### config.mk
export PLATFORM = sky130hd
export DESIGN_NAME = tec_counter_array
export DESIGN_NICKNAME = d
export VERILOG_FILES = /design/src/tec_cell.v /design/src/tec_counter_array.v /design/src/tec_prof_gate.v
export VERILOG_INCLUDE_DIRS = /design/src
export SDC_FILE = /design/constraint.sdc
export NUM_CORES = 1
export LEC_CHECK = 0
export ABC_CLOCK_PERIOD_IN_PS = 2700
export BUFFER_PORTS_ARGS = -buffer_cell sky130_fd_sc_hd__buf_2
export CAP_MARGIN = 20
export CORE_MARGIN = 8
export CORE_UTILIZATION = 55
export DETAILED_ROUTE_END_ITERATION = 8
export PLACE_DENSITY = 0.78
export SYNTH_ARGS = -nofsm -noshare
export SYNTH_HDL_FRONTEND = slang
export SYNTH_SLANG_ARGS = --single-unit
### constraint.sdc
create_clock -name i_clk -period 2.7 [get_ports i_clk]
set_input_delay 0 -clock i_clk [delete_from_list [all_inputs] [get_ports i_clk]]
set_output_delay 0 -clock i_clk [all_outputs]
set_load 0.01 [all_outputs]
### src/tec_defs.vh
// tec_defs.vh: constants of the tile event counter array
// assumes inclusion by bare name from the tec design files
`ifndef TEC_DEFS_VH
`define TEC_DEFS_VH
// counter geometry
`define TEC_NUM 16
`define TEC_CNT_W 32
`define TEC_CNT_RST 32'h00000000
`define TEC_PCF_LSB 16
`define TEC_PCF_W 16
`define TEC_LFSR_IDX 10
// profile configuration fields
`define TEC_CFG_SINGLE 0
`define TEC_CFG_PC_LSB 1
`define TEC_CFG_PC_MSB 15
`define TEC_CFG_EN_LSB 16
// source select bit positions
`define TEC_SEL_FPU 0
`define TEC_SEL_HINT_POSS 1
`define TEC_SEL_HINT_ACT 2
`define TEC_SEL_FU_STALL 3
`define TEC_SEL_GP 4
`define TEC_SEL_MP 5
`define TEC_SEL_NONCACHE 6
`define TEC_SEL_GW 7
`define TEC_SEL_MW 8
`define TEC_SEL_IMEM_OP 9
`define TEC_SEL_GS 10
`define TEC_SEL_MS 11
`define TEC_SEL_STO 12
`define TEC_SEL_GNO 13
`define TEC_SEL_MNO 14
`define TEC_SEL_GE 15
`define TEC_SEL_ME 16
`define TEC_SEL_STI 17
`define TEC_SEL_STI2 18
`define TEC_SEL_GNI 19
`define TEC_SEL_MNI 20
`define TEC_SEL_ISSUE1 23
`define TEC_SEL_ISSUE2 24
`define TEC_SEL_WOR 25
`endif

### src/tec_cell.v
// tec_cell.v: one 32-bit down-counting event counter with sticky trigger
// assumes a single clock; write and event strobes one cycle each
`timescale 1ns/1ns
`include "tec_defs.vh"
module tec_cell
#(
	parameter W = `TEC_CNT_W
)
(
	// clock and reset
	input wire i_clk,
	input wire i_nrst,
	// event side
	input wire i_event,
	input wire i_pc_valid,
	input wire [`TEC_PCF_W-1:0] i_pc_field,
	input wire i_lfsr_mode,
	// software write
	input wire i_wr,
	input wire [W-1:0] i_wr_data,
	// state
	output reg [W-1:0] o_value,
	output reg o_trigger
);
	reg [W-1:0] next_value; // value after this edge
	reg [W-1:0] dec; // decremented value
	reg next_trigger; // trigger after this edge
	// next state; a write overrides any event of the same cycle
	always @*
	begin
		dec = o_value - {{(W-1){1'b0}}, 1'b1};
		next_value = o_value;
		next_trigger = o_trigger;
		if (i_wr)
		begin
			next_value = i_wr_data;
			next_trigger = 1'b0;
		end
		else if (i_lfsr_mode)
			next_value = {o_value[31] ^ o_value[30] ^ o_value[10] ^
				o_value[0], o_value[W-1:1]};
		else if (i_event)
		begin
			// keeps counting even once triggered
			next_value = dec;
			if (i_pc_valid)
				next_value[W-1:`TEC_PCF_LSB] = i_pc_field;
			if (o_value == {W{1'b0}})
				next_trigger = 1'b1;
		end
	end
	// state registers
	always @(posedge i_clk or negedge i_nrst)
	begin
		if (!i_nrst)
		begin
			o_value <= `TEC_CNT_RST;
			o_trigger <= 1'b0;
		end
		else
		begin
			o_value <= next_value;
			o_trigger <= next_trigger;
		end
	end
endmodule // tec_cell

### src/tec_counter_array.v
// tec_counter_array.v: sixteen event counters of a processor tile
// assumes event strobes and pcs synchronous to i_clk, one cycle each
// Contract
// - sixteen independent 32-bit counter cells
// - decrement by one per selected event
// - 0 to -1 sets trigger until write
// - triggers readable, ORed into interrupt bit
// - causing pc into bits 31:16
// - keep counting while trigger set
// - software reads/writes counters; write clears trigger
// - read sees event next cycle; interrupt two; code raises it with the read
// - pc-free events ignore single-instruction mode
// - counter 0 cycles or write-over-read
// - counters 1-3 writebacks, fills, cache stalls
// - counter 4 memory ops or fpu ops
// - counter 5 possible mispredicts, hint variant
// - counter 6 actual mispredicts, hint variant
// - counters 7-9 switch events, switch pc
// - counter 10 is a 32-bit lfsr
// - counter 11 union of enabled sources
// - counter 12 enabled sources, rf pc
// - counter 13 enabled sources
// - counter 14 output stalls and east ports
// - counter 15 input-empty stalls
// - single-pc profile mode and per-counter enables
// - select bits choose counted subset
`timescale 1ns/1ns
`include "tec_defs.vh"
module tec_counter_array
#(
	parameter NUM = `TEC_NUM,
	parameter W = `TEC_CNT_W
)
(
	// clock and reset
	input wire i_clk,
	input wire i_nrst,
	// configuration
	input wire [31:0] i_counter_source_select,
	input wire [31:0] i_profile_cfg,
	// software access
	input wire i_wr_en,
	input wire [3:0] i_wr_idx,
	input wire [W-1:0] i_wr_data,
	input wire [3:0] i_rd_idx,
	// stage pcs
	input wire [31:0] i_pc_rf,
	input wire [31:0] i_pc_exe,
	input wire [31:0] i_pc_mem,
	input wire [31:0] i_pc_fpu,
	input wire [31:0] i_switch_pc,
	// cache events
	input wire i_write_over_read,
	input wire i_cache_writeback,
	input wire i_cache_fill,
	input wire i_cache_stall,
	// execute events
	input wire i_mem_op,
	input wire i_fpu_op,
	input wire i_cond_branch,
	input wire i_ret_or_register_jump,
	input wire i_hint_wrong_branch,
	input wire i_mispredict,
	input wire i_hint_mispredict,
	input wire i_instr_issued,
	// switch events
	input wire i_switch_stall,
	input wire i_switch_possible_mispredict,
	input wire i_switch_mispredict,
	// register-fetch stalls
	input wire i_func_unit_stall,
	input wire i_noncache_stall,
	input wire i_imem_op_issued,
	input wire i_static_output_stall,
	input wire i_general_net_output_stall,
	input wire i_memory_net_output_stall,
	input wire i_static_input_stall,
	input wire i_second_static_input_stall,
	input wire i_general_net_input_stall,
	input wire i_memory_net_input_stall,
	// network port events
	input wire i_general_proc_port_count,
	input wire i_memory_proc_port_count,
	input wire i_general_west_port_count,
	input wire i_memory_west_port_count,
	input wire i_general_south_port_count,
	input wire i_memory_south_port_count,
	input wire i_general_east_port_count,
	input wire i_memory_east_port_count,
	// results
	output reg [W-1:0] o_rd_data,
	output wire [NUM-1:0] o_trigger_flags,
	output reg o_exception_pending_bits_counter
);
	wire [31:0] sel; // short alias of the source select word
	reg [NUM-1:0] pc_ev; // pc-tied raw strobes per counter
	reg [NUM-1:0] free_ev; // pc-free raw strobes per counter
	reg [NUM-1:0] pc_valid; // pc field should be captured
	reg [NUM*32-1:0] pc_bus; // causing pc per counter
	wire [NUM-1:0] ev; // filtered strobes
	wire [NUM*W-1:0] val_bus; // counter values
	wire [NUM-1:0] trig; // sticky triggers
	wire [NUM-1:0] lfsr_mode; // counter runs as lfsr
	reg [NUM-1:0] wr_hit; // one-hot write strobe
	integer k; // loop index

	assign sel = i_counter_source_select;

	// write decode; index width covers all sixteen cells
	always @*
	begin
		for (k = 0; k < NUM; k = k + 1)
			wr_hit[k] = i_wr_en && (i_wr_idx == k[3:0]);
	end

	// per-counter event selection
	always @*
	begin
		pc_ev = {NUM{1'b0}};
		free_ev = {NUM{1'b0}};
		pc_valid = {NUM{1'b0}};
		pc_bus = {NUM*32{1'b0}};
		// counter 0: free-running cycles or write-over-read
		if (sel[`TEC_SEL_WOR])
		begin
			pc_ev[0] = i_write_over_read;
			pc_valid[0] = 1'b1;
		end
		else
			free_ev[0] = 1'b1;
		pc_bus[0*32 +: 32] = i_pc_fpu;
		// counters 1..3: memory-stage cache events
		pc_ev[1] = i_cache_writeback;
		pc_ev[2] = i_cache_fill;
		pc_ev[3] = i_cache_stall;
		pc_valid[3:1] = 3'h7;
		pc_bus[1*32 +: 32] = i_pc_mem;
		pc_bus[2*32 +: 32] = i_pc_mem;
		pc_bus[3*32 +: 32] = i_pc_mem;
		// counter 4: memory ops or fpu ops
		pc_ev[4] = sel[`TEC_SEL_FPU] ? i_fpu_op : i_mem_op;
		pc_valid[4] = 1'b1;
		pc_bus[4*32 +: 32] = i_pc_exe;
		// counter 5: possible mispredicts
		if (sel[`TEC_SEL_HINT_POSS])
			pc_ev[5] = i_hint_wrong_branch;
		else
			pc_ev[5] = i_cond_branch | i_ret_or_register_jump;
		pc_valid[5] = 1'b1;
		pc_bus[5*32 +: 32] = i_pc_exe;
		// counter 6: actual mispredicts
		pc_ev[6] = sel[`TEC_SEL_HINT_ACT] ? i_hint_mispredict :
			i_mispredict;
		pc_valid[6] = 1'b1;
		pc_bus[6*32 +: 32] = i_pc_exe;
		// counters 7..9: switch processor, never pc filtered
		free_ev[7] = i_switch_stall;
		free_ev[8] = i_switch_possible_mispredict;
		free_ev[9] = i_switch_mispredict;
		pc_valid[9:7] = 3'h7;
		pc_bus[7*32 +: 32] = i_switch_pc;
		pc_bus[8*32 +: 32] = i_switch_pc;
		pc_bus[9*32 +: 32] = i_switch_pc;
		// counter 10 needs no strobe: it shifts every cycle without a write
		// counter 11: union of enabled sources
		pc_ev[11] = sel[`TEC_SEL_FU_STALL] & i_func_unit_stall;
		free_ev[11] =
			(sel[`TEC_SEL_GP] & i_general_proc_port_count) |
			(sel[`TEC_SEL_MP] & i_memory_proc_port_count) |
			(sel[`TEC_SEL_ISSUE1] & i_instr_issued);
		pc_valid[11] = pc_ev[11];
		pc_bus[11*32 +: 32] = i_pc_rf;
		// counter 12: non-cache stalls and west ports
		pc_ev[12] = sel[`TEC_SEL_NONCACHE] & i_noncache_stall;
		free_ev[12] =
			(sel[`TEC_SEL_GW] & i_general_west_port_count) |
			(sel[`TEC_SEL_MW] & i_memory_west_port_count);
		pc_valid[12] = pc_ev[12];
		pc_bus[12*32 +: 32] = i_pc_rf;
		// counter 13: imem ops, south ports, issued instructions
		pc_ev[13] = sel[`TEC_SEL_IMEM_OP] & i_imem_op_issued;
		free_ev[13] =
			(sel[`TEC_SEL_GS] & i_general_south_port_count) |
			(sel[`TEC_SEL_MS] & i_memory_south_port_count) |
			(sel[`TEC_SEL_ISSUE2] & i_instr_issued);
		pc_valid[13] = pc_ev[13];
		pc_bus[13*32 +: 32] = i_pc_rf;
		// counter 14: blocked outputs and east ports
		pc_ev[14] =
			(sel[`TEC_SEL_STO] & i_static_output_stall) |
			(sel[`TEC_SEL_GNO] & i_general_net_output_stall) |
			(sel[`TEC_SEL_MNO] & i_memory_net_output_stall);
		free_ev[14] =
			(sel[`TEC_SEL_GE] & i_general_east_port_count) |
			(sel[`TEC_SEL_ME] & i_memory_east_port_count);
		pc_valid[14] = pc_ev[14];
		pc_bus[14*32 +: 32] = i_pc_rf;
		// counter 15: empty inputs
		pc_ev[15] =
			(sel[`TEC_SEL_STI] & i_static_input_stall) |
			(sel[`TEC_SEL_STI2] & i_second_static_input_stall) |
			(sel[`TEC_SEL_GNI] & i_general_net_input_stall) |
			(sel[`TEC_SEL_MNI] & i_memory_net_input_stall);
		pc_valid[15] = 1'b1;
		pc_bus[15*32 +: 32] = i_pc_rf;
	end

	// one filter and one cell per counter
	genvar g;
	generate
		for (g = 0; g < NUM; g = g + 1)
		begin : gen_cell
			assign lfsr_mode[g] = (g == `TEC_LFSR_IDX);
			// filter: profile match and per-counter enable
			tec_prof_gate u_gate
			(
				.i_pc_event(pc_ev[g]),
				.i_free_event(free_ev[g]),
				.i_pc(pc_bus[g*32 +: 32]),
				.i_cfg(i_profile_cfg),
				.i_enable(i_profile_cfg[`TEC_CFG_EN_LSB + g]),
				.o_event(ev[g])
			);
			// counter cell; pc bits 1:0 are always zero, so dropped
			tec_cell #(.W(W)) u_cell
			(
				.i_clk(i_clk),
				.i_nrst(i_nrst),
				.i_event(ev[g]),
				.i_pc_valid(pc_valid[g]),
				.i_pc_field(pc_bus[g*32+2 +: `TEC_PCF_W]),
				.i_lfsr_mode(lfsr_mode[g]),
				.i_wr(wr_hit[g]),
				.i_wr_data(i_wr_data),
				.o_value(val_bus[g*W +: W]),
				.o_trigger(trig[g])
			);
		end
	endgenerate

	// trigger flags come straight from the cell flip-flops
	assign o_trigger_flags = trig;

	// read port and interrupt request; both one register stage
	// event at edge n lands in the cell, so read shows it next
	always @(posedge i_clk or negedge i_nrst)
	begin
		if (!i_nrst)
		begin
			o_rd_data <= `TEC_CNT_RST;
			o_exception_pending_bits_counter <= 1'b0;
		end
		else
		begin
			o_rd_data <= val_bus[i_rd_idx*W +: W];
			// same stage: interrupt one edge after the trigger sets, with the read
			o_exception_pending_bits_counter <= |trig;
		end
	end
endmodule // tec_counter_array

### src/tec_prof_gate.v
// tec_prof_gate.v: single-instruction profiling filter for one counter
// assumes pc-tied and pc-free event strobes of the same cycle
`timescale 1ns/1ns
`include "tec_defs.vh"
module tec_prof_gate
(
	// event strobes
	input wire i_pc_event,
	input wire i_free_event,
	// pc of the causing instruction and profile setup
	input wire [31:0] i_pc,
	input wire [31:0] i_cfg,
	input wire i_enable,
	// filtered strobe
	output wire o_event
);
	wire single; // single-instruction mode on
	wire match; // pc bits 16:2 equal the profiled pc field
	assign single = i_cfg[`TEC_CFG_SINGLE];
	assign match = (i_pc[16:2] == i_cfg[`TEC_CFG_PC_MSB:`TEC_CFG_PC_LSB]);
	// pc-free sources bypass the pc filter
	assign o_event = i_enable &
		((i_pc_event & (~single | match)) | i_free_event);
endmodule // tec_prof_gate

==> metrics <==
Critical Path Source Type=register; first-pass GRT wire length=roughly 200000 um; worst hold path type=in -> async; Synth Register Bits=560; top post-synthesis cells by count=dfrtp_1 (560), nand2_1 (474), o21ai_0 (368), nor2_1 (339), clkbuf_1 (224); root buffer cell=clkbuf_16; Die Y=266 um; largest net degree at the start of global routing=83; Worst Path Arrival=between 3000 and 4000 ps; CTS tree=built; initial antenna violation count=9; Critical-path top delay cell=or3_1; vias in the first global route=32.2k; final setup margin=roughly 70 ps; Skew-Pair Late Insertion Delay=630 ps; DP HPWL=~95000 um; GPL Wtd Cong=roughly 1; Place WS=between 30 and 40 ps; failing checks=hold timing; Syn Area/Cell=around 9.4 um^2; Yosys top cell by area=dfrtp_1; top-count cell post-synth=dfrtp_1; effective utilization at floorplan=0.556; htree depth=3; pwr dens=about 840 nW/um^2; worst-path cell chain=or3_1, buf_4, nor2_1, nand4_1, o31ai_1, nand2_1, a221oi_1, nor2_1; drt first pass iters=7; slew margin rel.=0.403; cell family with most CP delay=simple AND/OR/NAND/NOR gates; PortBufs=between 200 and 300; Post-synth EDFFs=0; Die Wd=266 um; Post-Syn Area=about 34000 um^2; Synth Warn #=0; Setup-failing EPs final=0; CTS Buf Count=66; Reg clk slew, reported paths=~70 ps; DRC violations left=0; Crit path required time=roughly 3200 ps; Gate Count Post-Synth=3643; post-route minimum period=roughly 2600 ps; Synth top area share=0.408; status=finished with violations; core area=approximately 62000 um^2; fmax=around 0.38 GHz; Finished Core Util=0.673; max_cap viols=0; Pleak=around 16 nW; syn_nets=a little under 4k; final wirelength=between 100000 and 150000 um; async set-reset flop share out of synthesis=1.00; layout filler cell count=between 4k and 5k; WL/cell=about 27 um; IO Pins=approximately 350; Critical Path Most Common Cell=nor2_1; final hold vios=8; initial DRC count=roughly 4.4k; TNS Setup=0 ps; placed cells=~4.7k; clk buf depth=3; Worst Tran Pin Value=883 ps; register area share after synthesis=0.408; fin cells=just under 5k; Crit Path Category=reg -> reg; Crit. End Element=register; final period utilization=0.974; worst path buffer plus inverter count=1; row count=91; share of layout cells above drive strength 1=0.210; Slew Viols, Final=0; CP max FO=4; nets=between 4k and 5k; Max rail drop VDD=0.607 mV; antenna-violating nets left=0; Area Overhead vs Synth=21.0%; DR vias=33.2k; total grt overflow=0; Global Route Usage Sum=0.370; ys flop type=dfrtp_1; Die Area=70700 um^2; Area contributors post-synth=dfrtp_1 (41%), mux4_2 (10%), xnor2_1 (5.4%); Clock Sinks=560; Crit path largest cell delay=450 ps; Cell variety after synth=around 70; worst clock skew=approximately 28 ps; Fin Hold WS=-35.0 ps; via/cell ratio=roughly 6.7
through the flow:
stage | instance area [um^2] | total power [mW]
final | 41500 | 34.7
after detailed placement | 37500 | 24.5
after global routing | 41500 | 36.1
after floorplan | 34300 | 19.9
after CTS | 41300 | 34.2
after global placement | 37500 | 24.1
layer usage:
metal / track usage / share of wire / vias up
met4: 0.254 / 0.086 / 6
li1: - / - / 14100
met2: 0.549 / 0.43 / 2472
met1: 0.473 / 0.36 / 16000
met3: 0.0962 / 0.12 / 613
met5: 0 / 0.00027 / -
cells by family after synthesis:
kind of cell / share of synthesized area
AO/OA/AOI/OAI: 0.121
XOR/XNOR: 0.0740
adder cells (fa/ha/maj): 0.00911
buffers and inverters: 0.0368
flip-flops: 0.408
multiplexers: 0.159
other: 0.000109
AND/OR/NAND/NOR: 0.191
where the power goes:
part           internal, mW  total (mW)  switching, mW
clock                  5.61        9.43           3.82
combinational          5.36        10.8           5.49
sequential             11.1        14.5           3.35
total                  22.1        34.7           12.7
registers in the layout, indices dropped and copies added, names as in the netlist:
register,cells
gen_cell.u_cell.o_trigger,15
gen_cell.u_cell.o_value,512
o_exception_pending_bits_counter,1
o_rd_data,32
what timing repair did:
action | 4_1_cts | 5_1_grt
gates resized for setup | 0 | 32
setup buffers | 0 | 0
hold endpoints to repair | 948 | 1
hold buffers | 157 | 1
endpoints found under the setup margin | 0 | 26
final cells by class:
class / count / area [um^2] / area share
diodes: 7 / 17.5 / 0.000422
clock buffers: 94 / 1950 / 0.0470
clock inverters: 24 / 294 / 0.00708
inverters: 36 / 135 / 0.00325
multi-input cells: 2767 / 19400 / 0.466
flip-flops and latches: 560 / 14000 / 0.337
well taps: 837 / 1050 / 0.0252
repair buffers: 630 / 4720 / 0.114
worst register-to-register path: stages (launching register included):
cell and delay (ps):
dfrtp_1 420, or3_1 450, buf_4 170, nor2_1 390, nand4_1 320, o31ai_1 290
nand2_1 80, a221oi_1 310, nor2_1 100
placed cells by master (no fill, tap or decap), drive strengths merged, types with 12 or more instances in the layout:
cell and n:
xnor2 212, o22ai 14, nor3b 17, nand2 474, a221oi 17, clkinv 12
or3 45, mux2 37, inv 37, nor2b 12, mux4 160, mux2i 145
nor4 138, nand3 65, a31oi 60, or2 23, ha 25, buf 471
or4 45, o31ai 25, clkbuf 95, nand2b 16, nand4 25, dfrtp 560
nor4b 16, nor2 341, o21ai 375, dlygate4sd3 158, xor2 78, nor3 119
a21oi 162
final timing paths:
| check | start | to | slack [ps] | cells after the start |
|---|---|---|---|---|
| setup / recovery | gen_cell[11].u_cell.o_value[7] | gen_cell[11].u_cell.o_value[30] | 70 | 8 |
| hold / removal | i_nrst | gen_cell[3].u_cell.o_value[29] | -30 | 2 |
| setup reg to reg | gen_cell[11].u_cell.o_value[7] | gen_cell[11].u_cell.o_value[30] | 70 | 8 |
| hold reg to reg | gen_cell[10].u_cell.o_value[19] | gen_cell[10].u_cell.o_value[18] | 510 | 1 |
| max in group asynchronous | i_nrst | gen_cell[12].u_cell.o_value[9] | 1760 | 3 |
| min in group i_clk | i_memory_east_port_count | gen_cell[14].u_cell.o_value[16] | -30 | 6 |
No activity file was read; power rests on OpenSTA's default activity.
